### src/rtl/spi_slave_pkg.sv
// Package: constants for the SPI slave port
package spi_slave_pkg;
  localparam int WORD_BITS = 16;
  localparam int CNT_W = 5;
  localparam int MASTER_BIT_POS = 0;
  localparam int PHASE_BIT_POS = 16;
  localparam int POLARITY_BIT_POS = 17;
  localparam int PRESCALE_LSB = 8;
  localparam int PRESCALE_MSB = 15;
  localparam logic [31:0] GLOBAL_CONTROL_RESET = 32'h0000_0000;
  localparam logic [31:0] FORMAT_RESET = 32'h0000_0000;
  localparam int MIN_SCLK_PERIOD_NS = 25;
  localparam int CLK_PERIOD_NS = 10;
  // Least cycles per serial period, rounded up
  localparam int MIN_SCLK_CYCLES = (MIN_SCLK_PERIOD_NS + CLK_PERIOD_NS - 1) / CLK_PERIOD_NS;
  localparam logic [CNT_W-1:0] CNT_ZERO = 5'h00;
  localparam logic [CNT_W-1:0] CNT_LAST = 5'h0f;
endpackage

### src/rtl/spi_sync_if.sv
// Interface: synchronised link levels from the sampler to the port
`timescale 1ns/100ps
`default_nettype none
interface spi_sync_if;
  logic sclk;
  logic cs_active;
  logic sdi;
  modport src (output sclk, output cs_active, output sdi);
  modport dst (input sclk, input cs_active, input sdi);
endinterface
`default_nettype wire

### src/rtl/spi_link_sync.sv
// Module: two-flop synchroniser for the link pins
`timescale 1ns/100ps
`default_nettype none
module spi_link_sync
  import spi_slave_pkg::*;
(
  input wire logic clk,
  input wire logic rst_b,
  input wire logic sclk_pin,
  input wire logic cs_b_pin,
  input wire logic sdi_pin,
  spi_sync_if.src out
);
  typedef struct packed {
    logic [2:0] s1;
    logic [2:0] s2;
  } sync_s;
  sync_s st_r;
  sync_s st_nxt;

  always_comb begin
    st_nxt = st_r;
    st_nxt.s1 = {sclk_pin, ~cs_b_pin, sdi_pin};
    st_nxt.s2 = st_r.s1;
  end

  always_ff @(posedge clk) begin
    if (!rst_b) begin
      st_r <= '0;
    end else begin
      st_r <= st_nxt;
    end
  end

  assign out.sclk = st_r.s2[2];
  assign out.cs_active = st_r.s2[1];
  assign out.sdi = st_r.s2[0];
endmodule
`default_nettype wire

### src/rtl/spi_slave_port.sv
// Top: SPI slave port on the subsystem clock
// What this block does
// - Slave mode while master bit is clear
// - Phase bit selects capture edge
// - Polarity bit selects active edges
// - Sample falling when polarity equals phase
// - Launch after rising if polarity zero
`timescale 1ns/100ps
`default_nettype none
module spi_slave_port
  import spi_slave_pkg::*;
#(
  parameter int WIDTH = WORD_BITS
) (
  input wire logic CLK,
  input wire logic RST_B,
  input wire logic [31:0] GLOBAL_CONTROL,
  input wire logic [31:0] FORMAT,
  input wire logic SERIAL_CLOCK_IN,
  input wire logic CHIP_SELECT_B,
  input wire logic SERIAL_DATA_IN,
  input wire logic [WIDTH-1:0] TX_WORD,
  output logic SERIAL_DATA_OUT,
  output logic SERIAL_DATA_OUT_EN,
  output logic TX_TAKEN,
  output logic [WIDTH-1:0] RX_WORD,
  output logic RX_VALID,
  output logic SLAVE_ACTIVE
);
  // ====================================================
  // Link sampling
  spi_sync_if sync ();

  spi_link_sync u_sync (
    .clk(CLK),
    .rst_b(RST_B),
    .sclk_pin(SERIAL_CLOCK_IN),
    .cs_b_pin(CHIP_SELECT_B),
    .sdi_pin(SERIAL_DATA_IN),
    .out(sync)
  );

  // ====================================================
  // State
  typedef enum logic [1:0] {IDLE, FRAME} phase_e;
  typedef struct packed {
    phase_e st;
    logic sclk_d;
    logic [CNT_W-1:0] cnt;
    logic [WIDTH-1:0] rx_sh;
    logic [WIDTH-1:0] tx_sh;
    logic sdo;
    logic sdo_en;
    logic taken;
    logic [WIDTH-1:0] rx_word;
    logic rx_valid;
    logic active;
  } port_s;
  port_s st_r;
  port_s st_nxt;

  logic slave_mode;
  logic cpha;
  logic cpol;
  logic rise;
  logic fall;
  logic sample_edge;
  logic launch_edge;
  logic [WIDTH-1:0] rx_next;

  always_comb begin
    slave_mode = ~GLOBAL_CONTROL[MASTER_BIT_POS];
    cpha = FORMAT[PHASE_BIT_POS];
    cpol = FORMAT[POLARITY_BIT_POS];
    rise = sync.sclk & ~st_r.sclk_d;
    fall = ~sync.sclk & st_r.sclk_d;
    sample_edge = (cpol == cpha) ? fall : rise;
    launch_edge = cpol ? fall : rise;
    rx_next = {st_r.rx_sh[WIDTH-2:0], sync.sdi};

    st_nxt = st_r;
    st_nxt.sclk_d = sync.sclk;
    st_nxt.taken = 1'b0;
    st_nxt.rx_valid = 1'b0;
    st_nxt.active = slave_mode & sync.cs_active;
    case (st_r.st)
      IDLE: begin
        // Partial words dropped while deselected
        st_nxt.cnt = CNT_ZERO;
        st_nxt.rx_sh = '0;
        st_nxt.sdo_en = 1'b0;
        if (slave_mode && sync.cs_active) begin
          st_nxt.st = FRAME;
          st_nxt.tx_sh = TX_WORD;
          st_nxt.sdo = TX_WORD[WIDTH-1];
          st_nxt.sdo_en = 1'b1;
          st_nxt.taken = 1'b1;
        end
      end
      FRAME: begin
        if (!slave_mode || !sync.cs_active) begin
          st_nxt.st = IDLE;
          st_nxt.cnt = CNT_ZERO;
          st_nxt.sdo_en = 1'b0;
        end else begin
          if (sample_edge) begin
            st_nxt.rx_sh = rx_next;
            if (st_r.cnt == CNT_LAST) begin
              st_nxt.rx_word = rx_next;
              st_nxt.rx_valid = 1'b1;
              st_nxt.cnt = CNT_ZERO;
            end else begin
              st_nxt.cnt = st_r.cnt + 5'h01;
            end
          end
          // Phase 0 has MSB out before first edge; phase 1 shifts on first edge
          if (launch_edge && (cpha || st_r.cnt != CNT_ZERO || sample_edge)) begin
            st_nxt.tx_sh = {st_r.tx_sh[WIDTH-2:0], 1'b0};
            st_nxt.sdo = cpha ? st_r.tx_sh[WIDTH-1] : st_r.tx_sh[WIDTH-2];
          end
        end
      end
      default: begin
        st_nxt.st = IDLE;
      end
    endcase
  end

  always_ff @(posedge CLK) begin
    if (!RST_B) begin
      st_r <= '0;
    end else begin
      st_r <= st_nxt;
    end
  end

  assign SERIAL_DATA_OUT = st_r.sdo;
  assign SERIAL_DATA_OUT_EN = st_r.sdo_en;
  assign TX_TAKEN = st_r.taken;
  assign RX_WORD = st_r.rx_word;
  assign RX_VALID = st_r.rx_valid;
  assign SLAVE_ACTIVE = st_r.active;
endmodule
`default_nettype wire

### config.mk
export PLATFORM = sky130hd
export DESIGN_NAME = spi_slave_port
export DESIGN_NICKNAME = d
export VERILOG_FILES = /design/src/rtl/spi_slave_pkg.sv /design/src/rtl/spi_sync_if.sv /design/src/rtl/spi_link_sync.sv /design/src/rtl/spi_slave_port.sv
export SDC_FILE = /design/constraint.sdc
export NUM_CORES = 1
export LEC_CHECK = 0
export BUFFER_PORTS_ARGS = -buffer_cell sky130_fd_sc_hd__buf_2
export CELL_PAD_IN_SITES_DETAIL_PLACEMENT = 0
export CELL_PAD_IN_SITES_GLOBAL_PLACEMENT = 2
export CORE_ASPECT_RATIO = 1.25
export CORE_MARGIN = 1.5
export CORE_UTILIZATION = 28
export DETAILED_ROUTE_END_ITERATION = 10
export PLACE_DENSITY_LB_ADDON = 0.2
export SLEW_MARGIN = 25
export SYNTH_ARGS = -nofsm -noshare
export SYNTH_HDL_FRONTEND = slang
export SYNTH_SLANG_ARGS = --single-unit
### constraint.sdc
create_clock -name CLK -period 3 [get_ports CLK]
set_clock_uncertainty 0.15 [all_clocks]
set_input_delay 0.9 -clock CLK [delete_from_list [all_inputs] [get_ports CLK]]
set_output_delay 0.9 -clock CLK [all_outputs]
set_load 0.01 [all_outputs]
# ---- Word level (Yosys, flattened, before mapping)
# Index checks and enable logic that the tools add are counted.
dict set report totals {
  ram_bits 0
  regBits 66
  mem_bits_ro 0
  mem_count 0
  latch_bits 0
}
dict set report classes {
  n_addsub 1
  muxes 15
  n_mul 0
  bitwise_logic 11
  magnitude_cmp 0
  n_reduce_logical 17
  shifts 0
  n_eq_ne 9
  n_div 0
}
# cell n
set ops {}
lappend ops {{$pmux 39 s2} 1}
lappend ops {{$mux 33} 1}
lappend ops {{$mux 21} 1}
lappend ops {{$mux 19} 1}
lappend ops {{$mux 17} 1}
lappend ops {{$mux 5} 2}
lappend ops {{$ne 2x2->1 const B} 5}
lappend ops {{$not 1->1} 8}
lappend ops {{$reduce_and 2->1} 4}
lappend ops {{$reduce_and 4->1} 2}
lappend ops {{$add 5x1->5 const B} 1}
lappend ops {{$eq 5x4->1 const B} 1}
lappend ops {{$mux 1} 5}
lappend ops {{$reduce_bool 5->1} 1}
lappend ops {{$mux 2} 2}
lappend ops {{$pmux 2 s2} 1}
lappend ops {{$reduce_or 4->1} 1}
lappend ops {{$and 1x1->1} 3}
lappend ops {{$logic_or 1x1->1} 3}
lappend ops {{$ne 3x3->1 const B} 1}
lappend ops {{$reduce_and 3->1} 1}
lappend ops {{$eq 2x1->1 const B} 1}
lappend ops {{$logic_and 1x1->1} 2}
lappend ops {{$logic_not 2->1} 1}
lappend ops {{other kinds (3)} 3}

# ---- Longest topological paths before layout
# Gate-level depths: netlist (run 1).
dict set report depth {
  word_depth 8
  ltp_mapped 8
}

# ---- By module
# Synthesis (run 1) repeated with hierarchy kept, for this count alone.
dict set report unflattened {
  hier_cells 321
  hier_area_um2 2919.0
}
# mod instances area_per_inst_um2 cells_per_inst
set modules_own_cells {}
lappend modules_own_cells {spi_slave_port 1 2752.6 309}
lappend modules_own_cells {spi_link_sync 1 166.4 12}

# ---- Worst setup path before layout (run 1)
# OpenSTA, ideal clock, no wires.
dict set report synth_timing {
  path_type {input -> register}
  from {input GLOBAL_CONTROL[0]}
  to {register st_r (netlist bit SERIAL_DATA_OUT)}
  stages 8
  arrival_time_ps 2213
  setup_slack_ps 566
  path_buffers 3
  cell_sequence {nand2b_1 -> clkbuf_1 -> ha_1 -> nor2_1 -> o211ai_2 -> buf_6 -> buf_6 -> mux2i_1}
}
dict set report synth_via {
  elab_chain_cells 4
}
# item line
set synth_rtl {}
lappend synth_rtl {{start, declared} spi_slave_port.sv:17} ;# input wire logic [31:0] GLOBAL_CONTROL,
lappend synth_rtl {{$not 1->1} spi_slave_port.sv:72} ;# slave_mode = ~GLOBAL_CONTROL[MASTER_BIT_POS];
lappend synth_rtl {{$logic_and 1x1->1} spi_slave_port.sv:92} ;# if (slave_mode && sync.cs_active) begin
lappend synth_rtl {{$ne 2x2->1 (no source line)} --}
lappend synth_rtl {{$reduce_and 4->1 (no source line) *} --}
lappend synth_rtl {{end signal, assigned} spi_slave_port.sv:133} ;# st_r <= st_nxt;
lappend synth_rtl {{end, declared} spi_slave_port.sv:59} ;# port_s st_r;
# Every way passes the cells marked *; elsewhere a longest branch is shown, timed or not.
# A chain may end at the register's enable or synchronous reset.

# ---- Worst setup path after layout (run 1)
dict set report layout_timing {
  from {input FORMAT[16]}
  to {register st_r (netlist bit RX_WORD[11])}
}
dict set report layout_via {
  elab_chain_cells 3
}
# item line
set layout_rtl {}
lappend layout_rtl {{start, declared} spi_slave_port.sv:18} ;# input wire logic [31:0] FORMAT,
lappend layout_rtl {{$eq 1x1->1} spi_slave_port.sv:77} ;# sample_edge = (cpol == cpha) ? fall : rise;
lappend layout_rtl {{$mux 1} spi_slave_port.sv:77}
lappend layout_rtl {{$reduce_and 4->1 (no source line)} --}
# No other way between the ends.

==> key figures, run 1 <==
GRT
  – Grt ovf: 0
  – First-pass GRT wire length: 10.04 mm
  – GR Layer Usage met2: 19.28%
  – Met1 usage: roughly 14%
  – Met3 GRT Util: roughly 2.8%
  – Largest net degree at the start of global routing: 44
  – Initial antenna violation count: 0
  – Global route hottest layer: met2
  – Vias in the first global route: roughly 2100
  – Gr usage total: between 10% and 20%

Timing
  – Slew headroom: between 70% and 80%
  – Hold Vio Cnt, Final: 0
  – Setup-failing EPs final: 0
  – Fmax: ~430 MHz
  – RSZ-0062 raised after global routing: no
  – Final min period: between 2 and 2.5 ns
  – Worst-Margin Slew: just over 0.4 ns
  – Fin crit share: just under 80%
  – Pins over their slew limit: 0
  – TNS Setup: 0 ns

Finish
  – Final instance area: roughly 0.0034 mm²
  – Sequential Area: about 0.0013 mm²
  – Layout net count: between 400 and 500
  – # fillers: about 1000
  – Share of cells above drive strength 1: approximately 20%
  – Area occupied by multi-input gates: about 0.0013 mm²
  – Layout Area Growth over Synthesis: 16.54%
  – Cell Count, Final, Fillers Out: around 480
  – # diodes: 0

Power and ir drop
  – Switching part of the total: between 20 and 30%
  – P_sw: around 0.00065 W
  – Static Leakage: between 1 and 1.5 nW
  – Register share of total power: 40.2%
  – Int Pwr: ~0.0016 W
  – Maximum VDD drop: between 300 and 400 µV
  – Combinational power share: 17.4%
  – Pwr Density: 664.5 mW/mm²
  – Clock power frac: ~42%

Die
  – DIE AREA: approximately 0.011 mm²
  – DIE WIDTH: approximately 94 µm
  – Die Span Y: 117.0 µm
  – Ports: roughly 110
  – Rows: 41
  – Core area: a little over 0.01 mm²
  – Initial core utilization: between 20 and 30%

Run
  – Total of max-cap violations: 0

Clock network
  – Post-CTS Setup Repair Bufs: 0
  – Worst-Skew Late Latency: 0.33 ns
  – Reg clk slew, reported paths: approximately 0.060 ns
  – Post-CTS Resized: 0
  – Hold_buf cts: 0
  – TritonCTS clock tree: yes
  – Depth of the CTS H-tree: 3
  – CTS buffer count: 9
  – Root Driver: clkbuf_16
  – Clock tree buffer depth: 2
  – CTS Sinks: 65

Detailed routing
  – Antenna Nets Post-Route: 0
  – Detailed-route wire length: approximately 5.8 mm
  – First drt pass iteration count: 4
  – First DRT Iteration DRCs: 52
  – Drt via density: between 4 and 5
  – Total number of vias: between 2000 and 2500
  – DRC errors left: 0
  – Wire per inst: 12.10 µm

Logic synthesis
  – Count leader, synth: nand2_1
  – Ys Warns: 0
  – Yosys top cell area share: between 40% and 50%
  – Net Count, Synth: a little over 400
  – Cell type with the highest aggregate area in the netlist: dfxtp_1
  – Register area share after synthesis: between 40% and 50%
  – Post-synth top cells: nand2_1, dfxtp_1, mux2i_1, o21ai_0
  – Mapped Cells: about 320
  – Count of cell types in the netlist: 31
  – #FFs+latches synth: 65
  – Fraction of registers with async set/reset: 0%
  – Number of synthesized flops with an enable pin: 0
  – Synth Cell Area: just under 0.003 mm²
  – Synth area leaders: dfxtp_1, mux2i_1, nand2_1
  – Synth Flop Type: dfxtp_1
  – Syn_area_per_cell: between 9 and 10 µm²

Critical path
  – CP Max Fanout: 16
  – CP endpoint: RX_WORD[11]$_SDFFE_PN0P_
  – Critical R2R Launch: st_r[59]$_SDFFE_PN0P_
  – Critical Path End Type: register
  – Worst R2R Path Depth: 6
  – CP startpoint: FORMAT[16]
  – Worst Path Arrival: between 2 and 2.5 ns
  – Worst endpoint required time: just over 3 ns
  – Crit Path Class: in2reg
  – Worst reg-to-reg setup slack: 1.05 ns
  – Crit path launch type: input pin
  – Worst reg2reg endpoint: st_r[23]$_SDFFE_PN0P_

Placed design
  – Port bufs: 44
  – DP Area: roughly 0.0031 mm²
  – Final HPWL DP: slightly below 4 mm
  – Placed insts: 467
  – GPL Wtd Cong: 0.6694

Hold path
  – Worst hold path type: reg2reg

Outcome
  – Status: finished, final reports clean
## power by group through the flow
stage	Clock, W	Sequential [W]	Combinational, W
detailed placement	0	0.000926	0.000405
CTS	0.000994	0.000908	0.000405
global placement	0	0.000926	0.000405
global route	0.00103	0.000911	0.000442
floorplan	0	0.000907	0.000343
finish	0.000956	0.000907	0.000392
## how the worst min path moves through the flow
stage,startpoint,endpoint,slack [ns],cells after the start
2_1_floorplan,u_sync.st_nxt[1]$_SDFF_PN0_,u_sync.out.cs_active$_SDFF_PN0_,0.26,1
3_3_place_gp,u_sync.st_nxt[1]$_SDFF_PN0_,u_sync.out.cs_active$_SDFF_PN0_,0.27,1
3_5_place_dp,u_sync.st_nxt[1]$_SDFF_PN0_,u_sync.out.cs_active$_SDFF_PN0_,0.28,1
4_1_cts,u_sync.st_nxt[1]$_SDFF_PN0_,u_sync.out.cs_active$_SDFF_PN0_,0.30,1
5_1_grt,u_sync.st_nxt[2]$_SDFF_PN0_,u_sync.out.sclk$_SDFF_PN0_,0.31,1
6_report,u_sync.st_nxt[2]$_SDFF_PN0_,u_sync.out.sclk$_SDFF_PN0_,0.29,1
## worst max-delay path: stages
cell	delay, ns
buf_2	0.13
xnor2_1	0.28
mux2i_2	0.45
and3_1	0.28
buf_12	0.18
mux2i_1	0.20
## layout make-up
| cell class | count | area share (%) |
|---|---|---|
| sequential | 65 | 38.33 |
| multi-input combinational | 216 | 39.70 |
| timing repair buffer | 52 | 8.625 |
| clock buffer | 10 | 6.745 |
| clock inverter | 6 | 1.290 |
| tap | 129 | 4.755 |
| inverter | 5 | 0.5529 |
## registers in the layout, indices dropped and copies added (netlist names)
| signal | cells |
|---|---|
| u_sync.st_nxt | 3 |
| RX_WORD | 16 |
| SERIAL_DATA_OUT_EN | 1 |
| rx_next | 15 |
| SERIAL_DATA_OUT | 1 |
| st_r | 23 |
| u_sync.out.cs_active | 1 |
| TX_TAKEN | 1 |
| RX_VALID | 1 |
| u_sync.out.sdi | 1 |
| SLAVE_ACTIVE | 1 |
| u_sync.out.sclk | 1 |
## routing by layer
metal,part of all wire [%],vias up
met3,3.3,12
met5,0,-
met1,48,952
met4,2.8,0
li1,-,1105
met2,46,40
## stage by stage
stage	total power, W	setup WS [ns]	utilization (%)	hold WS (ns)
2_1_floorplan	0.001250	0.5657	-	0.2619
3_3_place_gp	0.001331	0.3581	30.89	0.2664
3_5_place_dp	0.001331	0.3322	30.89	0.2795
4_1_cts	0.002307	0.6719	33.59	0.2960
5_1_grt	0.002386	0.5730	33.59	0.3137
6_report	0.002255	0.6734	33.59	0.2901
## kinds of logic (layout without fill, tap and decap cells)
logic type	count (synthesis)	in the layout	share of synthesized area [%]
AND/OR/NAND/NOR	130	130	20.70
flip-flops	65	65	44.67
AO/OA/AOI/OAI	41	41	9.493
buffers and inverters	41	73	9.063
multiplexers	37	37	12.89
adder cells (fa/ha/maj)	6	6	2.577
XOR/XNOR	2	2	0.6015
## cell usage in the layout (no fill, tap or decap), drive strengths merged
master,count
a21oi,4
a22o,15
a41oi,1
and2,9
and3,3
and4b,1
buf,52
clkbuf,10
clkinv,4
clkinvlp,1
dfxtp,65
ha,6
inv,6
mux2,1
mux2i,36
nand2,85
nand2b,17
nand3,3
nand4,1
nor2,3
nor2b,3
nor3,1
nor4,1
o211ai,1
o21ai,19
o221ai,1
or3,3
xnor2,1
xor2,1
No activity file was read; power rests on OpenSTA's default activity.
==> run 2, diff against run 1 <==
- CORE_UTILIZATION: 28 -> 25
- clock period: 3 -> 1.9 ns (I/O delays scaled with it)
==> run 2 against run 1 <==
Against the previous run:
- combinational power rose by 88%
- critical path depth fell by 1
- clock power rose by 69%
- cell area rose by 4.9%
- worst setup slack got worse by 0.52 ns
- wire length rose by 2.1%
- die area rose by 12%
- critical endpoint is now st_r[56]$_SDFFE_PN0P_
- largest cell class unchanged
- largest power group unchanged
==> key figures, run 2 (synthesis gave the netlist of run 1 again) <==
Critical path
  – Worst Path Arrival: roughly 1.9 ns
  – Worst reg2reg endpoint: RX_WORD[1]$_SDFFE_PN0P_
  – Worst reg-to-reg setup slack: 0.19 ns
  – CP startpoint: FORMAT[16]
  – Critical R2R Launch: st_r[53]$_SDFFE_PN0P_
  – Critical Path End Type: register
  – Worst endpoint required time: 2.00 ns
  – Crit path launch type: input pin
  – Crit Path Class: in2reg
  – CP Max Fanout: 7
  – Worst R2R Path Depth: 5
  – CP endpoint: st_r[56]$_SDFFE_PN0P_

Die
  – Initial core utilization: between 20% and 30%
  – DIE AREA: 0.01231 mm²
  – Die Span Y: ~120 µm
  – Ports: approximately 110
  – Core area: 0.01124 mm²
  – Rows: 43
  – DIE WIDTH: around 100 µm

Finish
  – Area occupied by multi-input gates: approximately 0.0014 mm²
  – # diodes: 0
  – Most common cell after layout, fill and taps aside: nand2_1
  – Number of flip-flops in the largest register: 23
  – Most frequent cells in the layout: nand2_1, dfxtp_1, buf_2
  – Sequential Area: about 0.0013 mm²
  – Layout net count: between 400 and 500
  – Layout Area Growth over Synthesis: 22.21%
  – Share of cells above drive strength 1: 23.42%
  – # fillers: roughly 1200
  – Largest register by flop count: st_r
  – Final instance area: roughly 0.0036 mm²

Timing
  – RSZ-0062 raised after global routing: no
  – Slew headroom: approximately 70%
  – Pins over their slew limit: 0
  – Final min period: 1.748 ns
  – Fmax: 572.1 MHz
  – Fin crit share: slightly above 90%
  – Worst-Margin Slew: about 0.45 ns
  – Hold Vio Cnt, Final: 0
  – Setup-failing EPs final: 0

Hold path
  – Worst hold path type: in2reg

Placed design
  – GPL Wtd Cong: around 0.71
  – DP Area: between 0.003 and 0.004 mm²
  – Final HPWL DP: about 4 mm
  – Port bufs: 44

GRT
  – Initial antenna violation count: 0
  – Vias in the first global route: between 2000 and 2500
  – Gr usage total: 10.57%
  – Largest net degree at the start of global routing: 47
  – First-pass GRT wire length: ~10 mm
  – Grt ovf: 0

Clock network
  – Reg clk slew, reported paths: 0.06 ns
  – Hold_buf cts: 0
  – TritonCTS clock tree: yes
  – Worst-Skew Late Latency: between 0.3 and 0.4 ns
  – Depth of the CTS H-tree: 3
  – Root Driver: clkbuf_16
  – CTS buffer count: 9
  – CTS Sinks: 65
  – Clock tree buffer depth: 2

Detailed routing
  – First drt pass iteration count: 4
  – DRC errors left: 0
  – Drt via density: around 4.3
  – Antenna Nets Post-Route: 0
  – First DRT Iteration DRCs: 59
  – Total number of vias: 2154
  – Wire per inst: approximately 12 µm
  – Detailed-route wire length: 5.963 mm

Outcome
  – Status: finished, final reports clean

Power and ir drop
  – Maximum VDD drop: approximately 410 µV
  – Combinational power share: about a fifth
  – Pwr Density: roughly 1100 mW/mm²
  – Switching part of the total: between 20 and 30%
  – Int Pwr: approximately 0.0027 W
  – Clock power frac: a little over two fifths
  – Total power: ~0.0038 W
  – Static Leakage: between 1 and 1.5 nW
  – Register share of total power: around 37%
  – P_sw: ~0.0010 W

Run
  – Total of max-cap violations: 0
run 2: critical path: stages:
cell and delay [ns]:
buf_2 0.14, xnor2_4 0.21, mux2_2 0.43, or3_1 0.36, a21oi_1 0.14
run 2: per-stage QoR:
step / setup TNS (ns) / utilization (%) / worst slack [ns] / instances / hold slack, ns
finish: 0 / 31.66 / 0.1521 / 498 / 0.2473
global route: 0 / 31.66 / 0.009886 / 498 / 0.2425
CTS: 0 / 31.62 / 0.1040 / 498 / 0.2370
detailed placement: -7.877 / 28.99 / -0.2471 / 482 / 0.2733
global placement: -7.791 / 28.99 / -0.2164 / 482 / 0.2670
floorplan: -0.01761 / - / -0.002305 / 322 / 0.2619
run 2: how the worst min path moves through the flow:
stage                                     start                               to  slack, ns  cells past startpoint
global route                      CHIP_SELECT_B      u_sync.st_nxt[1]$_SDFF_PN0_       0.24                      2
CTS                               CHIP_SELECT_B      u_sync.st_nxt[1]$_SDFF_PN0_       0.24                      2
global placement    u_sync.st_nxt[1]$_SDFF_PN0_  u_sync.out.cs_active$_SDFF_PN0_       0.27                      1
detailed placement  u_sync.st_nxt[2]$_SDFF_PN0_       u_sync.out.sclk$_SDFF_PN0_       0.27                      1
floorplan           u_sync.st_nxt[1]$_SDFF_PN0_  u_sync.out.cs_active$_SDFF_PN0_       0.26                      1
finish                            CHIP_SELECT_B      u_sync.st_nxt[1]$_SDFF_PN0_       0.25                      2
run 2: cell type report:
cell class | instances | area share [%]
Multi-Input combinational cell | 216 | 39.26
Sequential cell | 65 | 36.56
Timing Repair Buffer | 61 | 10.58
Clock buffer | 9 | 6.327
Tap cell | 135 | 4.745
Clock inverter | 7 | 2.004
Inverter | 5 | 0.5272
run 2: per-layer routing:
metal / global-route usage (%) / vias to the layer above / wire length, µm / share of wire [%]
met5: 0 / - / 0 / 0
met4: 5.546 / 0 / 132 / 2.2
met3: 3.086 / 11 / 250 / 4.2
met2: 17.68 / 36 / 2758 / 46
met1: 12.26 / 980 / 2822 / 47
li1: - / 1127 / - / -
run 2: what timing repair did:
action	in CTS	in global routing
setup endpoints to repair	0	7
resized for setup	0	1
buffers inserted	0	0
run 2: power by group through the flow:
stage	logic [W]	registers (W)	clock network, W
2_1_floorplan	0.000579	0.00144	0
3_3_place_gp	0.000764	0.00143	0
3_5_place_dp	0.000761	0.00143	0
4_1_cts	0.000761	0.00140	0.00169
5_1_grt	0.000830	0.00141	0.00173
6_report	0.000736	0.00140	0.00162
==> run 3, diff against run 2 <==
- HOLD_SLACK_MARGIN: unset -> 0.03
- REMOVE_ABC_BUFFERS: unset -> 1
==> run 3 against run 2 <==
Against the previous run:
- utilization is 0.13 points lower
- via count rose by 0.88%
- register-to-register slack is essentially flat
- fmax shrank 1.4%
- power fell by 1.1%
- first-iteration DRC count is 36% lower
- sequential cell count did not move
- sequential share of layout area increased by 0.15 points
- critical path depth increased by 2
- non-clock buffer count increased by 3
- final cell count is 0.60% higher
- worst hold slack lost 0.0051 ns
- critical path type unchanged
- largest cell class unchanged
==> key figures, run 3 (synthesis gave the netlist of run 1 again) <==
Outcome
  – Status: finished, final reports clean

Finish
  – Most frequent cells in the layout: nand2_1, dfxtp_1, buf_2
  – Layout Area Growth over Synthesis: 21.69%
  – # diodes: 0
  – Largest register by flop count: st_r
  – Sequential Area: between 0.001 and 0.0015 mm²
  – Area occupied by multi-input gates: approximately 0.0014 mm²
  – Final instance area: between 0.003 and 0.004 mm²
  – Layout net count: 452
  – Most common cell after layout, fill and taps aside: nand2_1
  – Number of flip-flops in the largest register: 23
  – Fin util: 31.52%
  – # fillers: between 1000 and 1500
  – Share of cells above drive strength 1: 23.22%

Timing
  – Setup WS post-layout: between 0.1 and 0.15 ns
  – Hold Vio Cnt, Final: 0
  – Fin crit share: a little over 90%
  – Worst-Margin Slew: 0.3349 ns
  – RSZ-0062 raised after global routing: no
  – Setup-failing EPs final: 0
  – Final min period: 1.772 ns
  – Pins over their slew limit: 0
  – Fmax: between 500 and 600 MHz
  – Slew headroom: 77.67%
  – TNS Setup: 0 ns

Critical path
  – Worst Path Arrival: about 1.8 ns
  – Worst endpoint required time: ~2.0 ns
  – Crit Path Class: in2reg
  – Critical Path End Type: register
  – CP Max Fanout: 17
  – Crit path launch type: input pin

Power and ir drop
  – Int Pwr: 0.002685 W
  – Combinational power share: 19.9%
  – P_sw: around 0.0010 W
  – Maximum VDD drop: 352.9 µV
  – Pwr Density: ~1000 mW/mm²
  – Clock power frac: around 42%
  – Static Leakage: ~1.5 nW
  – Switching part of the total: between 20 and 30%
  – Register share of total power: a little under two fifths

GRT
  – First-pass GRT wire length: 10.05 mm
  – Gr usage total: around a tenth
  – Initial antenna violation count: 0
  – Vias in the first global route: approximately 2100
  – Grt ovf: 0
  – Largest net degree at the start of global routing: 36

Detailed routing
  – Antenna Nets Post-Route: 0
  – Total number of vias: approximately 2200
  – Drt via density: about 4.3
  – First DRT Iteration DRCs: 38
  – Metal3 WL: approximately 250 µm
  – Wire per inst: 11.98 µm
  – Detailed-route wire length: ~6 mm
  – Met2 wire len: 2.664 mm
  – Uppermost layer routed: met4
  – DRC errors left: 0
  – First drt pass iteration count: 4
  – WL met1: around 3 mm

Clock network
  – CTS buffer count: 9
  – Hold_buf cts: 0
  – Root Driver: clkbuf_16
  – Reg clk slew, reported paths: roughly 0.06 ns
  – Worst-Skew Late Latency: around 0.33 ns
  – Clock tree buffer depth: 2
  – Depth of the CTS H-tree: 3
  – TritonCTS clock tree: yes
  – CTS Sinks: 65

Die
  – Die Span Y: approximately 120 µm
  – DIE WIDTH: 99.55 µm
  – DIE AREA: about 0.012 mm²
  – Initial core utilization: about 26%
  – Rows: 43
  – Core area: between 0.01 and 0.015 mm²
  – Ports: ~110

Placed design
  – Port bufs: 44
  – GPL Wtd Cong: approximately 0.7
  – Final HPWL DP: 4.002 mm
  – Worst slack at placement: -0.3275 ns
  – DP Area: approximately 0.0032 mm²

Run
  – Total of max-cap violations: 0

Hold path
  – Worst hold path type: in2reg
[run 3: power groups by stage]
stage	Clock [W]	Sequential, W	Combinational [W]
6_report	0.00158	0.00141	0.000739
3_5_place_dp	0	0.00144	0.000762
3_3_place_gp	0	0.00144	0.000763
4_1_cts	0.00165	0.00141	0.000763
5_1_grt	0.00169	0.00141	0.000827
2_1_floorplan	0	0.00149	0.000388
[run 3: stage by stage]
stage	hold WS [ns]	cells	power, W
after floorplan	0.2618	286	0.001879
after global placement	0.2667	483	0.002199
after detailed placement	0.2677	483	0.002198
after CTS	0.2268	499	0.003818
after global routing	0.2331	501	0.003929
final	0.2422	501	0.003721
[run 3: layout make-up]
type / count / area share [%]
clock inverters: 5 / 1.130
repair buffers: 64 / 11.51
inverters: 5 / 0.5295
clock buffers: 11 / 7.130
flip-flops and latches: 65 / 36.71
well taps: 135 / 4.765
multi-input cells: 216 / 38.23
[run 3: final timing paths]
check / cells past startpoint / start / end / slack [ns]
max reg2reg: 5 / st_r[53]$_SDFFE_PN0P_ / RX_WORD[14]$_SDFFE_PN0P_ / 0.19
max: 7 / FORMAT[16] / st_r[26]$_SDFFE_PN0P_ / 0.13
min reg2reg: 1 / u_sync.st_nxt[2]$_SDFF_PN0_ / u_sync.out.sclk$_SDFF_PN0_ / 0.28
min: 2 / CHIP_SELECT_B / u_sync.st_nxt[1]$_SDFF_PN0_ / 0.24
[run 3: what timing repair did]
action	4_1_cts	5_1_grt
resized for setup	0	1
setup buffers	0	2
setup endpoints to repair	0	16
[run 3: per-layer routing]
metal  vias to the layer above  GRT usage, %
met5                         -             0
li1                       1134             -
met1                       988         13.64
met2                        44         15.97
met4                         0         5.282
met3                         7         2.862
[run 3: worst max-delay path, cell delays in order]
cell and delay (ns):
buf_2 0.12, xnor2_2 0.22, mux2i_2 0.32, buf_4 0.16, o211ai_2 0.10, buf_12 0.19, mux2i_1 0.13
